## config.mk

```make
export PLATFORM = sky130hd
export DESIGN_NAME = acu_capture
export DESIGN_NICKNAME = d
export VERILOG_FILES = /design/src/rtl/acu_pkg.sv /design/src/rtl/acu_sample_buffer.sv /design/src/rtl/acu_capture.sv
export SDC_FILE = /design/constraint.sdc
export NUM_CORES = 1
export LEC_CHECK = 0
export BUFFER_PORTS_ARGS = -buffer_cell sky130_fd_sc_hd__clkbuf_2
export CAP_MARGIN = 15
export CORE_ASPECT_RATIO = 1.2
export CORE_MARGIN = 1.5
export CORE_UTILIZATION = 55
export CTS_CLUSTER_DIAMETER = 40
export CTS_CLUSTER_SIZE = 20
export DETAILED_ROUTE_END_ITERATION = 8
export GPL_TIMING_DRIVEN = 0
export HOLD_SLACK_MARGIN = 0.12
export PLACE_DENSITY = 0.8
export SLEW_MARGIN = 20
export SYNTH_ARGS = -nofsm -noshare
export SYNTH_HDL_FRONTEND = slang
export SYNTH_SLANG_ARGS = --single-unit
```

## constraint.sdc

```tcl
create_clock -name mclk_in -period 3.73 [get_ports mclk_in]
set_input_delay 0.1865 -clock mclk_in [delete_from_list [all_inputs] [get_ports mclk_in]]
set_output_delay 0.1865 -clock mclk_in [all_outputs]
set_load 0.1 [all_outputs]
```

## src/rtl/acu_pkg.sv

```systemverilog
// Operation
// [RULE1] Over-sampling clock output programmable to 40 MHz, sub-hertz resolution; the phase accumulator top bit reaches 20 MHz at most.
// [RULE2] Software programs the over-sampling clock to 256 or 384 times sample rate.
// [RULE3] After reset the receiver is timing slave; bit clock pin is an input.
// [RULE4] Slave bit clock is asynchronous to the main clock; synchronise it.
// [RULE5] Master drives bit clock as over-sampling clock over an integer divisor.
// [RULE6] Bit clock never exceeds 22 MHz, in either role.
// [RULE7] Serial data sampled on rising or falling bit-clock edge, software selected.
// [RULE8] Slave word select is an input sampled on the data sampling edge.
// [RULE9] Master drives word select, changing on the edge opposite the sampling edge.
// [RULE10] Block only receives data; it may be timing master or slave.
// [RULE11] Variable valid sample rate; no fixed bit-clock to sample ratio needed.
// [RULE12] Samples reach the main clock domain through a safe synchronising path.
package acu_pkg;
    // Register byte offsets
    localparam logic [3:0] ACU_CTRL_OFS = 4'h0;
    localparam logic [3:0] ACU_OSC_INC_OFS = 4'h4;
    localparam logic [3:0] ACU_DIVISOR_OFS = 4'h8;
    localparam logic [3:0] ACU_STATUS_OFS = 4'hc;
    // Control field positions (capture_serial_config_reg)
    localparam int ACU_CTRL_ENABLE_BIT = 0;
    localparam int ACU_CTRL_MASTER_BIT = 1;
    localparam int ACU_CTRL_EDGE_BIT = 2;
    // Status field positions
    localparam int ACU_STAT_OVERFLOW_BIT = 0;
    localparam int ACU_STAT_PENDING_BIT = 1;
    localparam int ACU_STAT_MASTER_BIT = 2;
    // Reset values
    localparam logic [2:0] ACU_CTRL_RESET = 3'h0;
    localparam logic [31:0] ACU_OSC_INC_RESET = 32'h0000_0000;
    localparam logic [15:0] ACU_DIVISOR_RESET = 16'h0001;
    // Timing figures
    localparam int ACU_MCLK_HZ = 40_000_000;
    localparam int ACU_OSC_MAX_HZ = 40_000_000;
    localparam int ACU_BCLK_MAX_HZ = 22_000_000;
    localparam int ACU_SYNC_STAGES = 2;
    // Link timing role
    typedef enum logic {ACU_ROLE_SLAVE, ACU_ROLE_MASTER} acu_role_t;
endpackage

```

## src/rtl/acu_sample_buffer.sv

```systemverilog
// Two-entry buffer between capture logic and the sample consumer
module acu_sample_buffer #(
    parameter int WIDTH = 17
) (
    input wire logic mclk_in,
    input wire logic rst_b_in,
    input wire logic in_valid_in,
    output logic in_ready_out,
    input wire logic [WIDTH-1:0] in_data_in,
    output logic out_valid_out,
    input wire logic out_ready_in,
    output logic [WIDTH-1:0] out_data_out
);
    logic [WIDTH-1:0] entry_ff [2];
    logic wr_ptr_ff;
    logic rd_ptr_ff;
    logic [1:0] count_ff;
    logic push;
    logic pop;

    // Honest full and empty flags
    assign in_ready_out = (count_ff != 2'h2);
    assign out_valid_out = (count_ff != 2'h0);
    assign out_data_out = entry_ff[rd_ptr_ff];
    assign push = in_valid_in && in_ready_out;
    assign pop = out_valid_out && out_ready_in;

    // Entry storage, no reset needed on data
    always_ff @(posedge mclk_in)
    begin
        if (push)
        begin
            entry_ff[wr_ptr_ff] <= in_data_in;
        end
    end

    // Pointers and occupancy
    always_ff @(posedge mclk_in or negedge rst_b_in)
    begin
        if (!rst_b_in)
        begin
            wr_ptr_ff <= 1'b0;
            rd_ptr_ff <= 1'b0;
            count_ff <= 2'h0;
        end
        else
        begin
            if (push)
            begin
                wr_ptr_ff <= ~wr_ptr_ff;
            end
            if (pop)
            begin
                rd_ptr_ff <= ~rd_ptr_ff;
            end
            if (push && !pop)
            begin
                count_ff <= count_ff + 2'h1;
            end
            else if (pop && !push)
            begin
                count_ff <= count_ff - 2'h1;
            end
        end
    end
endmodule // acu_sample_buffer

```

## src/rtl/acu_capture.sv

```systemverilog
// Audio capture receiver with Avalon-MM registers and a sample stream out
//
// Our own choices: the register offsets and the Avalon-MM register port.
module acu_capture #(
    parameter int SAMPLE_BITS = 16,
    parameter int WORD_BITS = 16
) (
    input wire logic mclk_in,
    input wire logic rst_b_in,
    // Avalon-MM slave
    input wire logic [3:0] avs_address_in,
    input wire logic avs_read_in,
    input wire logic avs_write_in,
    input wire logic [31:0] avs_writedata_in,
    input wire logic [3:0] avs_byteenable_in,
    output logic [31:0] avs_readdata_out,
    output logic avs_waitrequest_out,
    // Serial link pins
    output logic capture_oversample_clock_out,
    input wire logic capture_bit_clock_in,
    output logic capture_bit_clock_out,
    output logic capture_bit_clock_oe_out,
    input wire logic capture_word_select_in,
    output logic capture_word_select_out,
    output logic capture_word_select_oe_out,
    input wire logic capture_serial_data_in,
    // Sample stream toward memory logic
    output logic sample_valid_out,
    input wire logic sample_ready_in,
    output logic [SAMPLE_BITS-1:0] sample_data_out,
    output logic sample_chan_out
);
    logic enable_ff;
    logic edge_rise_ff;
    acu_pkg::acu_role_t role_ff;
    logic [31:0] osc_inc_ff;
    logic [15:0] divisor_ff;
    logic overflow_ff;
    logic ack_ff;
    logic [31:0] rdata_ff;
    logic [31:0] phase_ff;
    logic osc_prev_ff;
    logic [15:0] half_cnt_ff;
    logic bclk_gen_ff;
    logic ws_gen_ff;
    logic [$clog2(WORD_BITS+1)-1:0] ws_cnt_ff;
    logic [acu_pkg::ACU_SYNC_STAGES-1:0] sck_sync_ff;
    logic [acu_pkg::ACU_SYNC_STAGES-1:0] ws_sync_ff;
    logic [acu_pkg::ACU_SYNC_STAGES-1:0] sd_sync_ff;
    logic sck_last_ff;
    logic [SAMPLE_BITS-1:0] shift_ff;
    logic ws_last_ff;
    logic osc_rise;
    logic osc_fall;
    logic half_done;
    logic gen_rise;
    logic gen_fall;
    logic slv_rise;
    logic slv_fall;
    logic sample_edge;
    logic change_edge;
    logic ws_now;
    logic sd_now;
    logic [SAMPLE_BITS-1:0] nxt_shift;
    logic word_done;
    logic buf_ready;
    logic bus_req;
    logic is_master;

    assign bus_req = avs_read_in || avs_write_in;
    assign is_master = (role_ff == acu_pkg::ACU_ROLE_MASTER);

    // One wait cycle per access; the answer comes at the second edge
    assign avs_waitrequest_out = bus_req && !ack_ff;
    assign avs_readdata_out = rdata_ff;

    always_ff @(posedge mclk_in or negedge rst_b_in)
    begin
        if (!rst_b_in)
        begin
            ack_ff <= 1'b0;
        end
        else
        begin
            ack_ff <= bus_req && !ack_ff;
        end
    end

    // Control register writes, honouring byte lanes
    always_ff @(posedge mclk_in or negedge rst_b_in)
    begin
        if (!rst_b_in)
        begin
            enable_ff <= acu_pkg::ACU_CTRL_RESET[acu_pkg::ACU_CTRL_ENABLE_BIT];
            role_ff <= acu_pkg::ACU_ROLE_SLAVE; // [RULE3]
            edge_rise_ff <= acu_pkg::ACU_CTRL_RESET[acu_pkg::ACU_CTRL_EDGE_BIT];
            divisor_ff <= acu_pkg::ACU_DIVISOR_RESET;
        end
        else if (avs_write_in && !ack_ff)
        begin
            if (avs_address_in == acu_pkg::ACU_CTRL_OFS && avs_byteenable_in[0])
            begin
                enable_ff <= avs_writedata_in[acu_pkg::ACU_CTRL_ENABLE_BIT];
                role_ff <= acu_pkg::acu_role_t'(avs_writedata_in[acu_pkg::ACU_CTRL_MASTER_BIT]);
                edge_rise_ff <= avs_writedata_in[acu_pkg::ACU_CTRL_EDGE_BIT]; // [RULE7]
            end
            else if (avs_address_in == acu_pkg::ACU_DIVISOR_OFS)
            begin
                if (avs_byteenable_in[0])
                begin
                    divisor_ff[7:0] <= avs_writedata_in[7:0]; // [RULE5]
                end
                if (avs_byteenable_in[1])
                begin
                    divisor_ff[15:8] <= avs_writedata_in[15:8];
                end
            end
        end
    end

    // Phase increment, one lane per byte enable
    genvar lane;
    generate
        for (lane = 0; lane < 4; lane++)
        begin : g_inc_lane
            always_ff @(posedge mclk_in or negedge rst_b_in)
            begin
                if (!rst_b_in)
                begin
                    osc_inc_ff[lane*8 +: 8] <= acu_pkg::ACU_OSC_INC_RESET[lane*8 +: 8];
                end
                else if (avs_write_in && !ack_ff && avs_byteenable_in[lane]
                         && avs_address_in == acu_pkg::ACU_OSC_INC_OFS)
                begin
                    osc_inc_ff[lane*8 +: 8] <= avs_writedata_in[lane*8 +: 8]; // [RULE1] [RULE2]
                end
            end
        end
    endgenerate

    // Read data captured on the first cycle of a read; unmapped reads give zero
    always_ff @(posedge mclk_in or negedge rst_b_in)
    begin
        if (!rst_b_in)
        begin
            rdata_ff <= 32'h0000_0000;
        end
        else if (avs_read_in && !ack_ff)
        begin
            if (avs_address_in == acu_pkg::ACU_CTRL_OFS)
            begin
                rdata_ff <= {29'h0, edge_rise_ff, is_master, enable_ff};
            end
            else if (avs_address_in == acu_pkg::ACU_OSC_INC_OFS)
            begin
                rdata_ff <= osc_inc_ff;
            end
            else if (avs_address_in == acu_pkg::ACU_DIVISOR_OFS)
            begin
                rdata_ff <= {16'h0, divisor_ff};
            end
            else if (avs_address_in == acu_pkg::ACU_STATUS_OFS)
            begin
                rdata_ff <= {29'h0, is_master, sample_valid_out, overflow_ff};
            end
            else
            begin
                rdata_ff <= 32'h0000_0000;
            end
        end
    end

    // Overflow flag: a new overflow wins over a write-one clear in the same cycle
    always_ff @(posedge mclk_in or negedge rst_b_in)
    begin
        if (!rst_b_in)
        begin
            overflow_ff <= 1'b0;
        end
        else if (word_done && !buf_ready)
        begin
            overflow_ff <= 1'b1;
        end
        else if (avs_write_in && !ack_ff && avs_address_in == acu_pkg::ACU_STATUS_OFS
                 && avs_byteenable_in[0] && avs_writedata_in[acu_pkg::ACU_STAT_OVERFLOW_BIT])
        begin
            overflow_ff <= 1'b0;
        end
    end

    // Phase accumulator: 32 bits at 40 MHz steps below 0.01 Hz
    always_ff @(posedge mclk_in or negedge rst_b_in)
    begin
        if (!rst_b_in)
        begin
            phase_ff <= 32'h0000_0000;
            osc_prev_ff <= 1'b0;
        end
        else
        begin
            phase_ff <= phase_ff + osc_inc_ff; // [RULE1]
            osc_prev_ff <= phase_ff[31];
        end
    end

    // Top bit of the phase is the over-sampling clock; output is limited by the main clock rate
    assign capture_oversample_clock_out = phase_ff[31]; // [RULE1]
    assign osc_rise = phase_ff[31] && !osc_prev_ff;
    assign osc_fall = !phase_ff[31] && osc_prev_ff;

    // Bit clock generator: toggles every divisor half periods, so it is oversample / divisor
    assign half_done = (half_cnt_ff >= divisor_ff) || (divisor_ff == 16'h0);

    always_ff @(posedge mclk_in or negedge rst_b_in)
    begin
        if (!rst_b_in)
        begin
            half_cnt_ff <= 16'h1;
            bclk_gen_ff <= 1'b0;
        end
        else if (!is_master || !enable_ff)
        begin
            half_cnt_ff <= 16'h1;
            bclk_gen_ff <= 1'b0;
        end
        else if (osc_rise || osc_fall)
        begin
            if (half_done)
            begin
                half_cnt_ff <= 16'h1;
                bclk_gen_ff <= ~bclk_gen_ff; // [RULE5] [RULE6]
            end
            else
            begin
                half_cnt_ff <= half_cnt_ff + 16'h1;
            end
        end
    end

    assign gen_rise = is_master && enable_ff && (osc_rise || osc_fall) && half_done
                      && !bclk_gen_ff;
    assign gen_fall = is_master && enable_ff && (osc_rise || osc_fall) && half_done
                      && bclk_gen_ff;

    // Slave pins pass two flops before anyone looks at them
    always_ff @(posedge mclk_in or negedge rst_b_in)
    begin
        if (!rst_b_in)
        begin
            sck_sync_ff <= '0;
            ws_sync_ff <= '0;
            sd_sync_ff <= '0;
            sck_last_ff <= 1'b0;
        end
        else
        begin
            sck_sync_ff <= {sck_sync_ff[0], capture_bit_clock_in}; // [RULE4]
            ws_sync_ff <= {ws_sync_ff[0], capture_word_select_in};
            sd_sync_ff <= {sd_sync_ff[0], capture_serial_data_in};
            sck_last_ff <= sck_sync_ff[1];
        end
    end

    // Slave edges need the bit clock below half the main clock to be seen
    assign slv_rise = sck_sync_ff[1] && !sck_last_ff; // [RULE4] [RULE6]
    assign slv_fall = !sck_sync_ff[1] && sck_last_ff;

    // Sampling edge and the opposite edge, per role and edge select
    always_comb
    begin
        if (!enable_ff)
        begin
            sample_edge = 1'b0;
            change_edge = 1'b0;
        end
        else if (is_master)
        begin
            sample_edge = edge_rise_ff ? gen_rise : gen_fall; // [RULE7]
            change_edge = edge_rise_ff ? gen_fall : gen_rise; // [RULE9]
        end
        else
        begin
            sample_edge = edge_rise_ff ? slv_rise : slv_fall; // [RULE7] [RULE8]
            change_edge = 1'b0;
        end
    end

    // Master word select counts whole channel slots
    always_ff @(posedge mclk_in or negedge rst_b_in)
    begin
        if (!rst_b_in)
        begin
            ws_gen_ff <= 1'b0;
            ws_cnt_ff <= '0;
        end
        else if (!is_master || !enable_ff)
        begin
            ws_gen_ff <= 1'b0;
            ws_cnt_ff <= '0;
        end
        else if (change_edge)
        begin
            if (ws_cnt_ff == ($clog2(WORD_BITS+1))'(WORD_BITS - 1))
            begin
                ws_cnt_ff <= '0;
                ws_gen_ff <= ~ws_gen_ff; // [RULE9]
            end
            else
            begin
                ws_cnt_ff <= ws_cnt_ff + 1'b1;
            end
        end
    end

    // Pins: receive only, clock and word select driven solely as master
    assign capture_bit_clock_out = bclk_gen_ff; // [RULE5]
    assign capture_bit_clock_oe_out = is_master; // [RULE3]
    assign capture_word_select_out = ws_gen_ff;
    assign capture_word_select_oe_out = is_master; // [RULE9] [RULE10]

    // Word select as seen on the sampling edge
    assign ws_now = is_master ? ws_gen_ff : ws_sync_ff[1]; // [RULE8]
    assign sd_now = sd_sync_ff[1];
    assign nxt_shift = {shift_ff[SAMPLE_BITS-2:0], sd_now};
    // A word ends when word select moves, whatever the bit count between moves
    assign word_done = sample_edge && (ws_now != ws_last_ff); // [RULE11]

    always_ff @(posedge mclk_in or negedge rst_b_in)
    begin
        if (!rst_b_in)
        begin
            shift_ff <= '0;
            ws_last_ff <= 1'b0;
        end
        else if (sample_edge)
        begin
            shift_ff <= nxt_shift; // [RULE10]
            ws_last_ff <= ws_now;
        end
    end

    // Completed words enter the buffer; a full buffer drops the word and flags overflow
    acu_sample_buffer #(
        .WIDTH(SAMPLE_BITS + 1)
    ) u_buffer (
        .mclk_in(mclk_in),
        .rst_b_in(rst_b_in),
        .in_valid_in(word_done), // [RULE12]
        .in_ready_out(buf_ready),
        .in_data_in({ws_last_ff, nxt_shift}),
        .out_valid_out(sample_valid_out),
        .out_ready_in(sample_ready_in),
        .out_data_out({sample_chan_out, sample_data_out})
    );
endmodule // acu_capture

```

==> results.yml <==
outcome:
  outcome: "finished, final reports clean"
hold_path:
  hold_class: "in -> async"
yosys:
  synthFlopType: "dfrtp_1"
  syn_inst: 820
  ys_seq_elements: 202
  synth_top_area_share_pct: 43.4
  yosys-top-cells-count: "dfrtp_1, nand2_1, mux2_2, o21ai_0, ha_1"
  synth_edf_count: 34
  yosys.area.top_type: "dfrtp_1"
  synth_most_common_cell: "dfrtp_1"
  yosys_warnings: 0
  syn_area_per_cell_sq_um: 11.7
  synth_area_sq_um: 9580
  synth_nets: 919
  synthArstFlopShare_pct: 83.2
  synthTopCellsByArea: "dfrtp_1, edfxtp_1, mux2_2"
  ys_types: 68
  yosysSeqAreaShare_pct: 54.6
cts:
  cts_tree: "built"
  clock_sinks: 202
  clock_latency_ns: 0.51
  root_buffer: "clkbuf_16"
  numCtsBuffers: 22
  cts_buffer_depth: 3
  htreeDepth: 1
  clkTransAtPathRegs_ns: 0.07
sta:
  fin_crit_sh_pct: 92.2
  hold_violations: 0
  setup_viol: 0
  slew_headroom_pct: 57.2
  worst_pin_slew_ns: 0.642
  fmax_mhz: 291
  finalMaxSlewViolations: 0
  rsz0062_at_grt: "no"
  clock_skew_ns: 0.0183
  period_needed_ns: 3.44
detailed_routing:
  wl_mm: 20.6
  num_vias: 6794
  drcViolationCount: 0
  wl_per_cell_um: 16.9
  ant_nets: 0
  first_pass_iters: 4
  drt_iter0_markers: 389
  viasPerCell: 5.55
setup_path:
  path_max_fanout: 10
  start_kind: "flip-flop"
  crit_path_max_incr_delay_ns: 0.57
  crit_start: "half_cnt_ff[0]"
  rr_startpoint: "half_cnt_ff[0]"
  worstPathCellList: "inv_1, ha_1, nand2b_1, a21o_1, a21o_1, a21oi_1, o211ai_1, a21oi_2, o31ai_4, and3_1, nor2b_4, buf_6"
  cp_num_buf_inv: 2
  arrival_ns: 3.65
  timing.critical_path.to_type: "flip-flop"
  cp_common_cell: "a21o_1"
  worstSetupPathType: "reg -> reg"
  slowest_stage: "dfstp_2"
  crit_required_ns: 3.94
  crit_family: "compound AO/OA/AOI/OAI gates"
finish:
  fillCellCount: 1205
  fin_util_pct: 68.6
  multi_input_area_sq_um: 4140
  nets: 1091
  seq_area_sq_um: 5230
  final_cell_area_sq_um: 11600
  synthToLayoutAreaGrowth_pct: 21.6
  final_layout_size_suffix_gt1_share_pct: 24.3
  n_antenna_cell: 0
placement:
  port_buffers: 102
  placed_area_sq_um: 10400
  place_congestion: 0.858
  dp_hpwl_mm: 14.7
global_routing:
  grt_pass1_vias: 6786
  met2_usage_pct: 39.4
  grt_max_degree: 92
  busiest_layer: "met2"
  gr-usage-met3_pct: 3.09
  grt_use_total_pct: 23.1
  overflow: 0
  grt_pass1_wl_mm: 33.5
  grtUsageMet1_pct: 31.0
  antenna_found_initial: 0
die:
  die-area_sq_um: 18200
  io_pins: 104
  rows: 52
  core-area_sq_um: 17000
  die_w_um: 123
  initial_core_util_pct: 56.4
  die_h_um: 148
flow_run:
  maxCapViolations: 0
power_and_ir_drop:
  p_per_area_nw_per_um2: 690
  vdd_ir_drop_max_mv: 0.411
  p_leak_nw: 5.42
[registers in the layout, indices dropped and copies added, names as in the netlist, 2 cells and up]
name               count
u_buffer.entry_ff     34
phase_ff              32
half_cnt_ff           16
avs_readdata_out      32
ws_cnt_ff              5
u_buffer.count_ff      2
ws_sync_ff             2
osc_inc_ff            32
divisor_ff            16
shift_ff              15
sd_sync_ff             2
sck_sync_ff            2
[what timing repair did]
item	CTS	global route
buffers inserted	0	0
endpoints found under the setup margin	0	26
hold endpoints to repair	137	0
gates resized for setup	0	2
hold buffers	44	0
[final cells by class]
type,instances,share of cell area [%]
inverters,30,0.967
well taps,216,2.32
clock buffers,24,4.97
clock inverters,16,1.81
repair buffers,148,8.57
multi-input cells,563,35.6
flip-flops and latches,202,44.9
plain buffers,25,0.903
[metrics by stage]
step / std cells / power, mW / setup slack [ns] / TNS (ns) / hold WS [ns]
2_1_floorplan: 820 / 5.19 / 0.205 / 0 / -0.109
5_1_grt: 1224 / 8.45 / 0.0623 / 0 / 0.321
4_1_cts: 1224 / 8.07 / 0.0326 / 0 / 0.277
3_5_place_dp: 1140 / 5.74 / 0.0547 / 0 / 0.254
6_report: 1224 / 8.03 / 0.291 / 0 / 0.253
3_3_place_gp: 1138 / 5.64 / -0.564 / -97.64 / 0.295
[path summary, 6_finish.rpt]
check                                      endpoint  slack (ns)  cells past startpoint
max                        u_buffer.entry_ff[0][13]        0.29                     12
min reg2reg                          sck_sync_ff[1]        0.35                      0
max reg2reg                u_buffer.entry_ff[0][13]        0.29                     12
max in group asynchronous            osc_inc_ff[24]        2.62                      3
min in group mclk_in                  sd_sync_ff[0]        0.33                      2
min                                  half_cnt_ff[8]        0.25                      2
[per-layer routing]
| layer | wire (um) | share of wire (%) |
|---|---|---|
| met1 | 9060 | 44 |
| met2 | 10300 | 50 |
| met3 | 848 | 4.1 |
| met4 | 460 | 2.2 |
| met5 | 0 | 0 |
[cells by family (layout without fill, tap and decap cells)]
logic type | count (synthesis) | count (layout) | synth area share, %
DFF | 202 | 202 | 54.6
adders and majority gates | 51 | 51 | 6.74
xor gates and xnor gates | 53 | 53 | 4.85
muxes | 72 | 72 | 9.07
AOI/OAI and AO/OA | 160 | 160 | 11.3
buffers and inverters | 55 | 243 | 2.27
and+or+nand+nor | 227 | 227 | 11.2
[report_power, final]
group | internal (mW) | switching (mW) | total, mW | leakage, nW
clock network | 1.27 | 1.01 | 2.28 | 0.372
logic | 0.988 | 1.90 | 2.89 | 2.58
registers | 2.62 | 0.245 | 2.87 | 2.47
[cells in the final DEF, fill, tap and decap left out, drive strengths merged, types with 4 or more instances in the layout]
| cell type | synthesis | layout |
|---|---|---|
| nand2b | 6 | 6 |
| a21o | 15 | 15 |
| clkbuf | 22 | 148 |
| nand3 | 22 | 22 |
| a21oi | 33 | 33 |
| nor4 | 6 | 6 |
| xor2 | 22 | 22 |
| a22oi | 14 | 14 |
| a31oi | 5 | 5 |
| dfrtp | 166 | 166 |
| o21a | 5 | 5 |
| and3 | 14 | 14 |
| nand2 | 99 | 99 |
| o21ai | 61 | 61 |
| xnor2 | 31 | 31 |
| clkinv | 0 | 6 |
| dlygate4sd3 | 0 | 44 |
| nor3 | 9 | 9 |
| nor2 | 44 | 44 |
| or2 | 4 | 4 |
| nor2b | 4 | 4 |
| buf | 3 | 5 |
| edfxtp | 34 | 34 |
| inv | 30 | 36 |
| ha | 50 | 50 |
| o31ai | 4 | 4 |
| mux2 | 67 | 67 |
(Power assumes the default switching activity.)
